$ cat config.mk
export PLATFORM = sky130hd
export DESIGN_NAME = uip_top
export DESIGN_NICKNAME = d
export VERILOG_FILES = /design/src/rtl/uip_pkg.sv /design/src/rtl/uip_top.sv
export SDC_FILE = /design/constraint.sdc
export NUM_CORES = 1
export LEC_CHECK = 0
export BUFFER_PORTS_ARGS = -buffer_cell sky130_fd_sc_hd__buf_2
export CAP_MARGIN = 20
export CORE_UTILIZATION = 35
export DETAILED_ROUTE_END_ITERATION = 16
export PLACE_DENSITY = 0.62
export SLEW_MARGIN = 40
export SYNTH_ARGS = -nofsm -noshare
export SYNTH_HDL_FRONTEND = slang
export SYNTH_SLANG_ARGS = --single-unit
export TNS_END_PERCENT = 10
$ cat constraint.sdc
create_clock -name clock -period 5.1 [get_ports clock]
set_input_delay 0.255 -clock clock [delete_from_list [all_inputs] [get_ports clock]]
set_output_delay 0.255 -clock clock [all_outputs]
set_load 0.02 [all_outputs]
$ cat src/rtl/uip_pkg.sv
package uip_pkg;
    localparam int          NUM_SLOTS       = 32;
    localparam int          VEC_SHIFT       = 2;
    // Slot numbers of the shared sources, slot 0 is the highest priority
    localparam int          SLOT_SETUP_RDY  = 0;
    localparam int          SLOT_SOF        = 1;
    localparam int          SLOT_SETUP_TOK  = 2;
    localparam int          SLOT_SUSPEND    = 3;
    localparam int          SLOT_BUS_RESET  = 4;
    localparam int          SLOT_HIGH_SPEED = 5;
    localparam int          SLOT_CTRL_ACK   = 6;
    localparam int          SLOT_EP0_IN     = 8;
    localparam int          SLOT_IN_NAK     = 16;
    localparam int          SLOT_PING0      = 18;
    localparam int          SLOT_ERR_LIMIT  = 24;
    localparam int          SLOT_ISO_ERR0   = 28;
    // Slots 7, 17, 25, 26 and 27 are reserved and never set
    localparam logic [31:0] SLOT_USED_MASK  = 32'hF1FDFF7F;
    localparam logic [31:0] SLOT_REDUCED    = 32'h00FC0020;
    // Register map, byte wide
    localparam logic [7:0]  ADR_REQ0        = 8'h00;
    localparam logic [7:0]  ADR_EN0         = 8'h04;
    localparam logic [7:0]  ADR_VECTOR      = 8'h08;
    localparam logic [7:0]  ADR_MAIN_FLAG   = 8'h09;
    localparam logic [7:0]  ADR_MAIN_EN     = 8'h0A;
    localparam logic [7:0]  ADR_SETUP_CTRL  = 8'h0B;
    localparam logic [7:0]  ADR_FRAME_LO    = 8'h0C;
    localparam logic [7:0]  ADR_FRAME_HI    = 8'h0D;
    localparam logic [7:0]  ADR_POWER       = 8'h0E;
    localparam logic [7:0]  ADR_SETUP_BYTE0 = 8'h10;
    localparam int          MAIN_FLAG_BIT   = 4;
    localparam int          MAIN_EN_BIT     = 0;
    localparam int          AUTOVEC_BIT     = 3;
    localparam int          PWR_IDLE_BIT    = 0;
    localparam int          PWR_RESUME_BIT  = 1;
    localparam logic [15:0] JUMP_LOW_ADDR   = 16'h0045;
    localparam logic [7:0]  RESET_BYTE      = 8'h00;
    localparam int          FRAME_BITS      = 11;
    localparam int          SETUP_BYTES     = 8;

    typedef struct packed {
        logic       setup_token;
        logic       setup_done;
        logic       sof;
        logic       suspend;
        logic       bus_reset;
        logic       high_speed_entered;
        logic       control_status_acked;
        logic [7:0] ep_service;
        logic       in_bulk_nak_event;
        logic [5:0] out_ping_nak;
        logic       bus_error_limit_hit;
        logic [3:0] iso_sequence_error;
    } uip_events_s;
endpackage

$ cat src/rtl/uip_top.sv
// Decided for this implementation: the register offsets and the address-and-strobe port.
`timescale 1ns/10ps
`default_nettype none

module uip_top #(
    parameter bit reduced_variant = 1'b0
) (
    input  wire logic                clock,
    input  wire logic                sys_rst,
    input  wire logic [7:0]          reg_addr,
    input  wire logic [7:0]          reg_wdata,
    input  wire logic                reg_wr,
    input  wire logic                reg_rd,
    output logic      [7:0]          reg_rdata_ff,
    input  wire uip_pkg::uip_events_s usb_events,
    input  wire logic [10:0]         sof_frame_number,
    input  wire logic                setup_byte_valid,
    input  wire logic [2:0]          setup_byte_index,
    input  wire logic [7:0]          setup_byte_data,
    input  wire logic [1:0]          wake_pins,
    input  wire logic                bus_activity,
    input  wire logic [15:0]         fetch_addr,
    input  wire logic [7:0]          fetch_mem_byte,
    output logic      [7:0]          fetch_byte_ff,
    output logic                     usb_int_req_ff,
    output logic                     usb_req_pulse_ff,
    output logic                     resume_int_ff,
    output logic                     osc_run_ff,
    output logic      [7:0]          usb_vector_index_byte_ff
);

    logic [31:0] req_ff;
    logic [31:0] en_ff;
    logic [31:0] nxt_req;
    logic [31:0] evt_vec;
    logic [31:0] clr_vec;
    logic [31:0] pend;
    logic        pend_any;
    logic        pend_was_ff;
    logic        clr_seen_ff;
    logic        main_flag_ff;
    logic        main_en_ff;
    logic        autovec_en_ff;
    logic [4:0]  vector_index_field;
    logic [7:0]  vec_byte;
    logic [10:0] frame_ff;
    logic [7:0]  setup_byte_regs [8];
    logic [7:0]  setup_got_ff;
    logic        idle_ff;
    logic        resume_flag_ff;
    logic [1:0]  wake_meta_ff;
    logic [1:0]  wake_sync_ff;
    logic        act_meta_ff;
    logic        act_sync_ff;
    logic        wake_hit;
    logic        wr_main;
    logic        wr_pwr;
    logic [7:0]  nxt_rdata;

    // Map named events onto priority slots
    always_comb begin
        evt_vec = '0;
        evt_vec[uip_pkg::SLOT_SETUP_RDY] = usb_events.setup_done
            && (&setup_got_ff);
        evt_vec[uip_pkg::SLOT_SOF] = usb_events.sof;
        evt_vec[uip_pkg::SLOT_SETUP_TOK] = usb_events.setup_token;
        evt_vec[uip_pkg::SLOT_SUSPEND] = usb_events.suspend;
        evt_vec[uip_pkg::SLOT_BUS_RESET] = usb_events.bus_reset;
        evt_vec[uip_pkg::SLOT_HIGH_SPEED] = usb_events.high_speed_entered;
        evt_vec[uip_pkg::SLOT_CTRL_ACK] = usb_events.control_status_acked;
        evt_vec[uip_pkg::SLOT_EP0_IN +: 8] = usb_events.ep_service;
        evt_vec[uip_pkg::SLOT_IN_NAK] = usb_events.in_bulk_nak_event;
        evt_vec[uip_pkg::SLOT_PING0 +: 6] = usb_events.out_ping_nak;
        evt_vec[uip_pkg::SLOT_ERR_LIMIT] = usb_events.bus_error_limit_hit;
        evt_vec[uip_pkg::SLOT_ISO_ERR0 +: 4] = usb_events.iso_sequence_error;
        evt_vec = evt_vec & uip_pkg::SLOT_USED_MASK;
        if (reduced_variant) begin
            evt_vec = evt_vec & ~uip_pkg::SLOT_REDUCED;
        end
    end

    // Write-one-to-clear bytes of the request latches
    always_comb begin
        clr_vec = '0;
        if (reg_wr && reg_addr[7:2] == uip_pkg::ADR_REQ0[7:2]) begin
            clr_vec[reg_addr[1:0]*8 +: 8] = reg_wdata;
        end
        // Set beats a clear in the same cycle
        nxt_req = (req_ff & ~clr_vec) | evt_vec;
    end

    // One latch per slot; reserved slots are never set
    always_ff @(posedge clock) begin
        if (sys_rst) begin
            req_ff <= '0;
        end else begin
            req_ff <= nxt_req;
        end
    end

    always_ff @(posedge clock) begin
        if (sys_rst) begin
            en_ff <= '0;
        end else if (reg_wr && reg_addr[7:2] == uip_pkg::ADR_EN0[7:2]) begin
            en_ff[reg_addr[1:0]*8 +: 8] <= reg_wdata;
        end
    end

    // Enable gates only the request, the latch still records
    assign pend     = req_ff & en_ff;
    assign pend_any = |pend;

    // Lowest slot number wins
    always_comb begin
        vector_index_field = '0;
        for (int i = uip_pkg::NUM_SLOTS - 1; i >= 0; i--) begin
            if (pend[i]) begin
                vector_index_field = 5'(i);
            end
        end
        vec_byte = {1'b0, vector_index_field, 2'b00};
    end

    // A clear is seen in the same cycle as its effect on the pending set
    always_ff @(posedge clock) begin
        if (sys_rst) begin
            clr_seen_ff      <= 1'b0;
            pend_was_ff      <= 1'b0;
            usb_req_pulse_ff <= 1'b0;
        end else begin
            clr_seen_ff      <= |(clr_vec & req_ff & en_ff);
            pend_was_ff      <= pend_any;
            usb_req_pulse_ff <= pend_any
                && (!pend_was_ff || clr_seen_ff);
        end
    end

    assign wr_main = reg_wr && reg_addr == uip_pkg::ADR_MAIN_FLAG;

    // Pulse sets the flag even against a clearing write
    always_ff @(posedge clock) begin
        if (sys_rst) begin
            main_flag_ff <= 1'b0;
        end else if (usb_req_pulse_ff) begin
            main_flag_ff <= 1'b1;
        end else if (wr_main && !reg_wdata[uip_pkg::MAIN_FLAG_BIT]) begin
            // Lost re-pulse if firmware clears in wrong order
            main_flag_ff <= 1'b0;
        end
    end

    // Enables and autovector select are plain read-write bits
    always_ff @(posedge clock) begin
        if (sys_rst) begin
            main_en_ff    <= 1'b0;
            autovec_en_ff <= 1'b0;
        end else begin
            if (reg_wr && reg_addr == uip_pkg::ADR_MAIN_EN) begin
                main_en_ff <= reg_wdata[uip_pkg::MAIN_EN_BIT];
            end
            if (reg_wr && reg_addr == uip_pkg::ADR_SETUP_CTRL) begin
                autovec_en_ff <= reg_wdata[uip_pkg::AUTOVEC_BIT];
            end
        end
    end

    // Core sees the flag only through the main enable
    always_ff @(posedge clock) begin
        if (sys_rst) begin
            usb_int_req_ff           <= 1'b0;
            usb_vector_index_byte_ff <= uip_pkg::RESET_BYTE;
        end else begin
            usb_int_req_ff           <= main_flag_ff && main_en_ff;
            usb_vector_index_byte_ff <= vec_byte;
        end
    end

    // Substitute vector byte at the jump's low address operand
    always_ff @(posedge clock) begin
        if (sys_rst) begin
            fetch_byte_ff <= uip_pkg::RESET_BYTE;
        end else if (autovec_en_ff
                     && fetch_addr == uip_pkg::JUMP_LOW_ADDR) begin
            fetch_byte_ff <= vec_byte;
        end else begin
            fetch_byte_ff <= fetch_mem_byte;
        end
    end

    // Frame number follows every start of frame packet
    always_ff @(posedge clock) begin
        if (sys_rst) begin
            frame_ff <= '0;
        end else if (usb_events.sof) begin
            frame_ff <= sof_frame_number;
        end
    end

    // Byte tracking restarts on each setup token
    always_ff @(posedge clock) begin
        if (sys_rst) begin
            setup_got_ff <= '0;
        end else if (usb_events.setup_token) begin
            setup_got_ff <= '0;
        end else if (setup_byte_valid) begin
            setup_got_ff[setup_byte_index] <= 1'b1;
        end
    end

    // Bytes land as they arrive; firmware reads after the request
    // A new setup overwrites them, hence the early token warning
    always_ff @(posedge clock) begin
        if (sys_rst) begin
            for (int i = 0; i < uip_pkg::SETUP_BYTES; i++) begin
                setup_byte_regs[i] <= uip_pkg::RESET_BYTE;
            end
        end else if (setup_byte_valid) begin
            setup_byte_regs[setup_byte_index] <= setup_byte_data;
        end
    end

    // Wake inputs are asynchronous pins
    always_ff @(posedge clock) begin
        if (sys_rst) begin
            wake_meta_ff <= '0;
            wake_sync_ff <= '0;
            act_meta_ff  <= 1'b0;
            act_sync_ff  <= 1'b0;
        end else begin
            wake_meta_ff <= wake_pins;
            wake_sync_ff <= wake_meta_ff;
            act_meta_ff  <= bus_activity;
            act_sync_ff  <= act_meta_ff;
        end
    end

    assign wake_hit = idle_ff && ((|wake_sync_ff) || act_sync_ff);
    assign wr_pwr   = reg_wr && reg_addr == uip_pkg::ADR_POWER;

    always_ff @(posedge clock) begin
        if (sys_rst) begin
            idle_ff        <= 1'b0;
            resume_flag_ff <= 1'b0;
        end else begin
            if (wake_hit) begin
                idle_ff <= 1'b0;
            end else if (wr_pwr && reg_wdata[uip_pkg::PWR_IDLE_BIT]) begin
                idle_ff <= 1'b1;
            end
            if (wake_hit) begin
                resume_flag_ff <= 1'b1;
            end else if (wr_pwr && reg_wdata[uip_pkg::PWR_RESUME_BIT]) begin
                resume_flag_ff <= 1'b0;
            end
        end
    end

    // Resume has its own line, independent of the shared enables
    always_ff @(posedge clock) begin
        if (sys_rst) begin
            osc_run_ff    <= 1'b1;
            resume_int_ff <= 1'b0;
        end else begin
            osc_run_ff    <= !idle_ff || wake_hit;
            resume_int_ff <= resume_flag_ff;
        end
    end

    // Unmapped addresses read as zero
    always_comb begin
        nxt_rdata = uip_pkg::RESET_BYTE;
        if (reg_addr[7:2] == uip_pkg::ADR_REQ0[7:2]) begin
            nxt_rdata = req_ff[reg_addr[1:0]*8 +: 8];
        end else if (reg_addr[7:2] == uip_pkg::ADR_EN0[7:2]) begin
            nxt_rdata = en_ff[reg_addr[1:0]*8 +: 8];
        end else if (reg_addr[7:3] == uip_pkg::ADR_SETUP_BYTE0[7:3]) begin
            nxt_rdata = setup_byte_regs[reg_addr[2:0]];
        end else begin
            case (reg_addr)
                uip_pkg::ADR_VECTOR: begin
                    nxt_rdata = vec_byte;
                end
                uip_pkg::ADR_MAIN_FLAG: begin
                    nxt_rdata[uip_pkg::MAIN_FLAG_BIT] = main_flag_ff;
                end
                uip_pkg::ADR_MAIN_EN: begin
                    nxt_rdata[uip_pkg::MAIN_EN_BIT] = main_en_ff;
                end
                uip_pkg::ADR_SETUP_CTRL: begin
                    nxt_rdata[uip_pkg::AUTOVEC_BIT] = autovec_en_ff;
                end
                uip_pkg::ADR_FRAME_LO: begin
                    nxt_rdata = frame_ff[7:0];
                end
                uip_pkg::ADR_FRAME_HI: begin
                    nxt_rdata = {5'h00, frame_ff[10:8]};
                end
                uip_pkg::ADR_POWER: begin
                    nxt_rdata[uip_pkg::PWR_IDLE_BIT]   = idle_ff;
                    nxt_rdata[uip_pkg::PWR_RESUME_BIT] = resume_flag_ff;
                end
                default: begin
                    nxt_rdata = uip_pkg::RESET_BYTE;
                end
            endcase
        end
    end

    // Read data holds only in the cycle after the strobe
    always_ff @(posedge clock) begin
        if (sys_rst) begin
            reg_rdata_ff <= uip_pkg::RESET_BYTE;
        end else if (reg_rd) begin
            reg_rdata_ff <= nxt_rdata;
        end else begin
            reg_rdata_ff <= uip_pkg::RESET_BYTE;
        end
    end

endmodule // uip_top

`default_nettype wire

==> qor.yml <==
run_status:
  status: "finished, final reports clean"
setup_path:
  path_max_fanout: 24
  rrSetupSlack_ns: 3.04
  worstPathArrival_ns: 2.64
  r2r_end: "fetch_byte_ff[6]"
  required_ns: 5.41
  critPathSlowestCell: "nor3b_2"
  worstSetupPathType: "input pin to register"
  cpLargestDelayFamily: "simple AND/OR/NAND/NOR gates"
  crit_chain: "buf_4, inv_1, ha_1, nor3b_2, and3_1, nand2_1, a21oi_1, nor2_1"
  cp_num_buf_inv: 2
  end_kind: "register"
  setup.worst_path.start_class: "input pin"
  reg2reg_depth: 6
  rr_startpoint: "req_ff[14]"
  cpPeakStageDelay_ns: 0.63
clock_tree:
  clockRootBuffer: "clkbuf_16"
  cts_tree: "done"
  clk-insertion-delay-late_ns: 0.45
  post_cts_buffers: 0
  postCtsHoldBufs: 0
  numCtsBuffers: 17
  clock_path_buffers: 2
  cts-resized-gates: 0
  cts.sinks: 185
  clk_pin_slew_ns: 0.07
  htreeDepth: 4
grt:
  grt_pass1_vias: 6679
  grt_max_degree: 61
  grt.total_usage: 0.200
  grt.overflow.total: 0
  grt_pass1_wl_um: 39200
  antenna_found_initial: 0
synth:
  synth-edff-count: 64
  synth_top_area_share: 0.274
  synth_area_per_cell_sq_um: 10.1
  synthCells: 871
  async_flop_share: 0
  synth-main-ff-cell: "dfxtp_1"
  syn_area_sq_um: 8820
  ys_seq_area_frac: 0.492
  synth-seq-cells: 185
  synth.distinct_cells: 59
  yosys.area.top_type: "dfxtp_1"
  ys_warn_count: 0
  synth.area.top_cells: "dfxtp_1 27%, edfxtp_1 22%, mux4_2 8.2%"
final_layout:
  layout.nets: 1071
  design_area_sq_um: 10100
  drive_gt1_frac: 0.218
  syn2layout_area_growth_pct: 14.9
  diodes: 0
timing:
  hold_violations: 0
  holdWs_ns: 0.0129
  tns_ns: 0
  fin_ws_ns: 2.78
  fin_crit_ns: 2.32
  min_period_over_period: 0.456
  setup_viol: 0
  fmax_ghz: 0.430
  slew_viol_final: 0
  relSlewSlack: 0.477
  worst_slew_pin_slew_ns: 0.785
  skew_ns: 0.0118
  rsz0062_at_grt: "false"
worst_hold_path:
  hp-start: "fetch_mem_byte[7]"
  holdCritPathClass: "input pin to register"
  hold_end: "fetch_byte_ff[7]"
  worstHoldPathCells: 2
die:
  pin_count: 125
  core_sq_um: 24500
  start_util: 0.360
  dieArea_sq_um: 25900
  die_height_um: 161
  die_x_um: 161
  rows: 57
routing:
  ant_nets: 0
  drt_pass1_iterations: 5
  drc: 0
  drt-initial-drc-count: 810
  wl_um: 25400
  wl_per_cell_um: 19.4
  drt-vias-per-instance: 5.48
  vias: 7154
power_and_ir_drop:
  peakVddDrop_mv: 0.145
  pwr-share-clk: 0.416
  internal_power_uw: 2370
  switching_share: 0.263
  p_leak_uw: 0.00378
  seqPwrFrac: 0.504
  p_comb_frac: 0.080
  p_sw_uw: 848
  powerDensity_nw_per_um2: 318
  power.total_uw: 3220
placed_design:
  hpwlAfterDp_um: 18400
  port_buffers: 121
  routabilityCongestion: 0.945
  pre_cts_ws_ns: 2.01
  dpl_cell_area_sq_um: 9540
job:
  maxCapViolations: 0
==> worst max-delay path by stage <==
stage                      from          to  slack (ns)  cells after the start
detailed placement  reg_addr[0]   req_ff[9]        2.01                      8
global route        reg_addr[0]  req_ff[21]        2.56                      8
finish              reg_addr[0]  req_ff[14]        2.78                      8
floorplan           reg_addr[1]  req_ff[16]        2.81                     10
CTS                 reg_addr[0]   req_ff[9]        2.48                      8
global placement    reg_addr[0]   req_ff[8]        2.07                      8
==> per-stage QoR <==
stage / std cells / utilization
floorplan: 873 / -
detailed placement: 1274 / 0.389
global route: 1306 / 0.413
finish: 1306 / 0.413
global placement: 1274 / 0.388
CTS: 1306 / 0.413
==> synthesized netlist by cell type, types with 4 or more instances <==
cell and instances:
buf_6 7, clkbuf_1 12, nand2_1 110, nand3b_1 5, o21a_1 9, a22o_1 8
a31oi_1 6, a221oi_1 5, nor3_1 10, nor2_1 76, dfxtp_1 121, clkbuf_4 4
buf_1 4, o21ai_0 10, buf_2 8, nand2b_1 12, and3_1 9, ha_1 5
nand4_1 11, clkbuf_8 7, nor2b_1 10, mux2i_1 25, and2_1 71, nand3_1 65
or2_2 11, and2_4 4, a22oi_1 6, inv_1 5, mux4_2 32, o22ai_1 4
edfxtp_1 64, a32oi_1 6, a21oi_1 84, buf_4 5
==> cell families (layout without fill, tap and decap cells) <==
family,Yosys count,in the layout,synth area share
simple gates,413,413,0.237
flops,185,185,0.492
compound gates,156,156,0.109
mux,59,59,0.113
buf+inv,52,161,0.0410
fa+ha+maj,5,5,0.00709
other cells,1,3,0.000425
==> flip-flops by register name, summed over array words and instances (netlist names), 2 cells and up <==
register / flops
wake_meta_ff: 2
setup_got_ff: 8
frame_ff: 11
en_ff: 32
req_ff: 32
usb_vector_index_byte_ff: 5
fetch_byte_ff: 8
reg_rdata_ff: 8
setup_byte_regs: 64
wake_sync_ff: 2
==> placed cells by master, fill, tap and decap left out, types with 12 or more instances in the layout <==
cell / count
dfxtp_1: 121
buf_2: 119
nand2_1: 110
a21oi_1: 84
nor2_1: 76
and2_1: 71
nand3_1: 65
edfxtp_1: 64
mux4_2: 32
mux2i_1: 25
clkbuf_16: 18
nand2b_1: 12
==> layout make-up <==
| cell class | instances | area (sq um) |
|---|---|---|
| flip-flops and latches | 185 | 4340 |
| fillers | 2408 | 14400 |
| repair buffers | 124 | 633 |
| clock buffers | 18 | 450 |
| inverters | 5 | 18.8 |
| clock inverters | 14 | 154 |
| multi-input cells | 636 | 4140 |
| well taps | 324 | 405 |
==> power by group through the flow <==
stage	combinational (uW)	clock, uW	sequential, uW
2_1_floorplan	163	0	1640
3_3_place_gp	255	0	1650
3_5_place_dp	258	0	1660
4_1_cts	259	1360	1620
5_1_grt	280	1420	1630
6_report	257	1340	1620
==> per-layer routing <==
metal	vias to the layer above	GRT usage	part of all wire
met5	-	0	0
met4	0	0.0905	0.036
met3	64	0.0444	0.073
met2	345	0.322	0.47
met1	3394	0.257	0.42
li1	3351	-	-
Note: power is estimated with default switching activity, not from simulation.
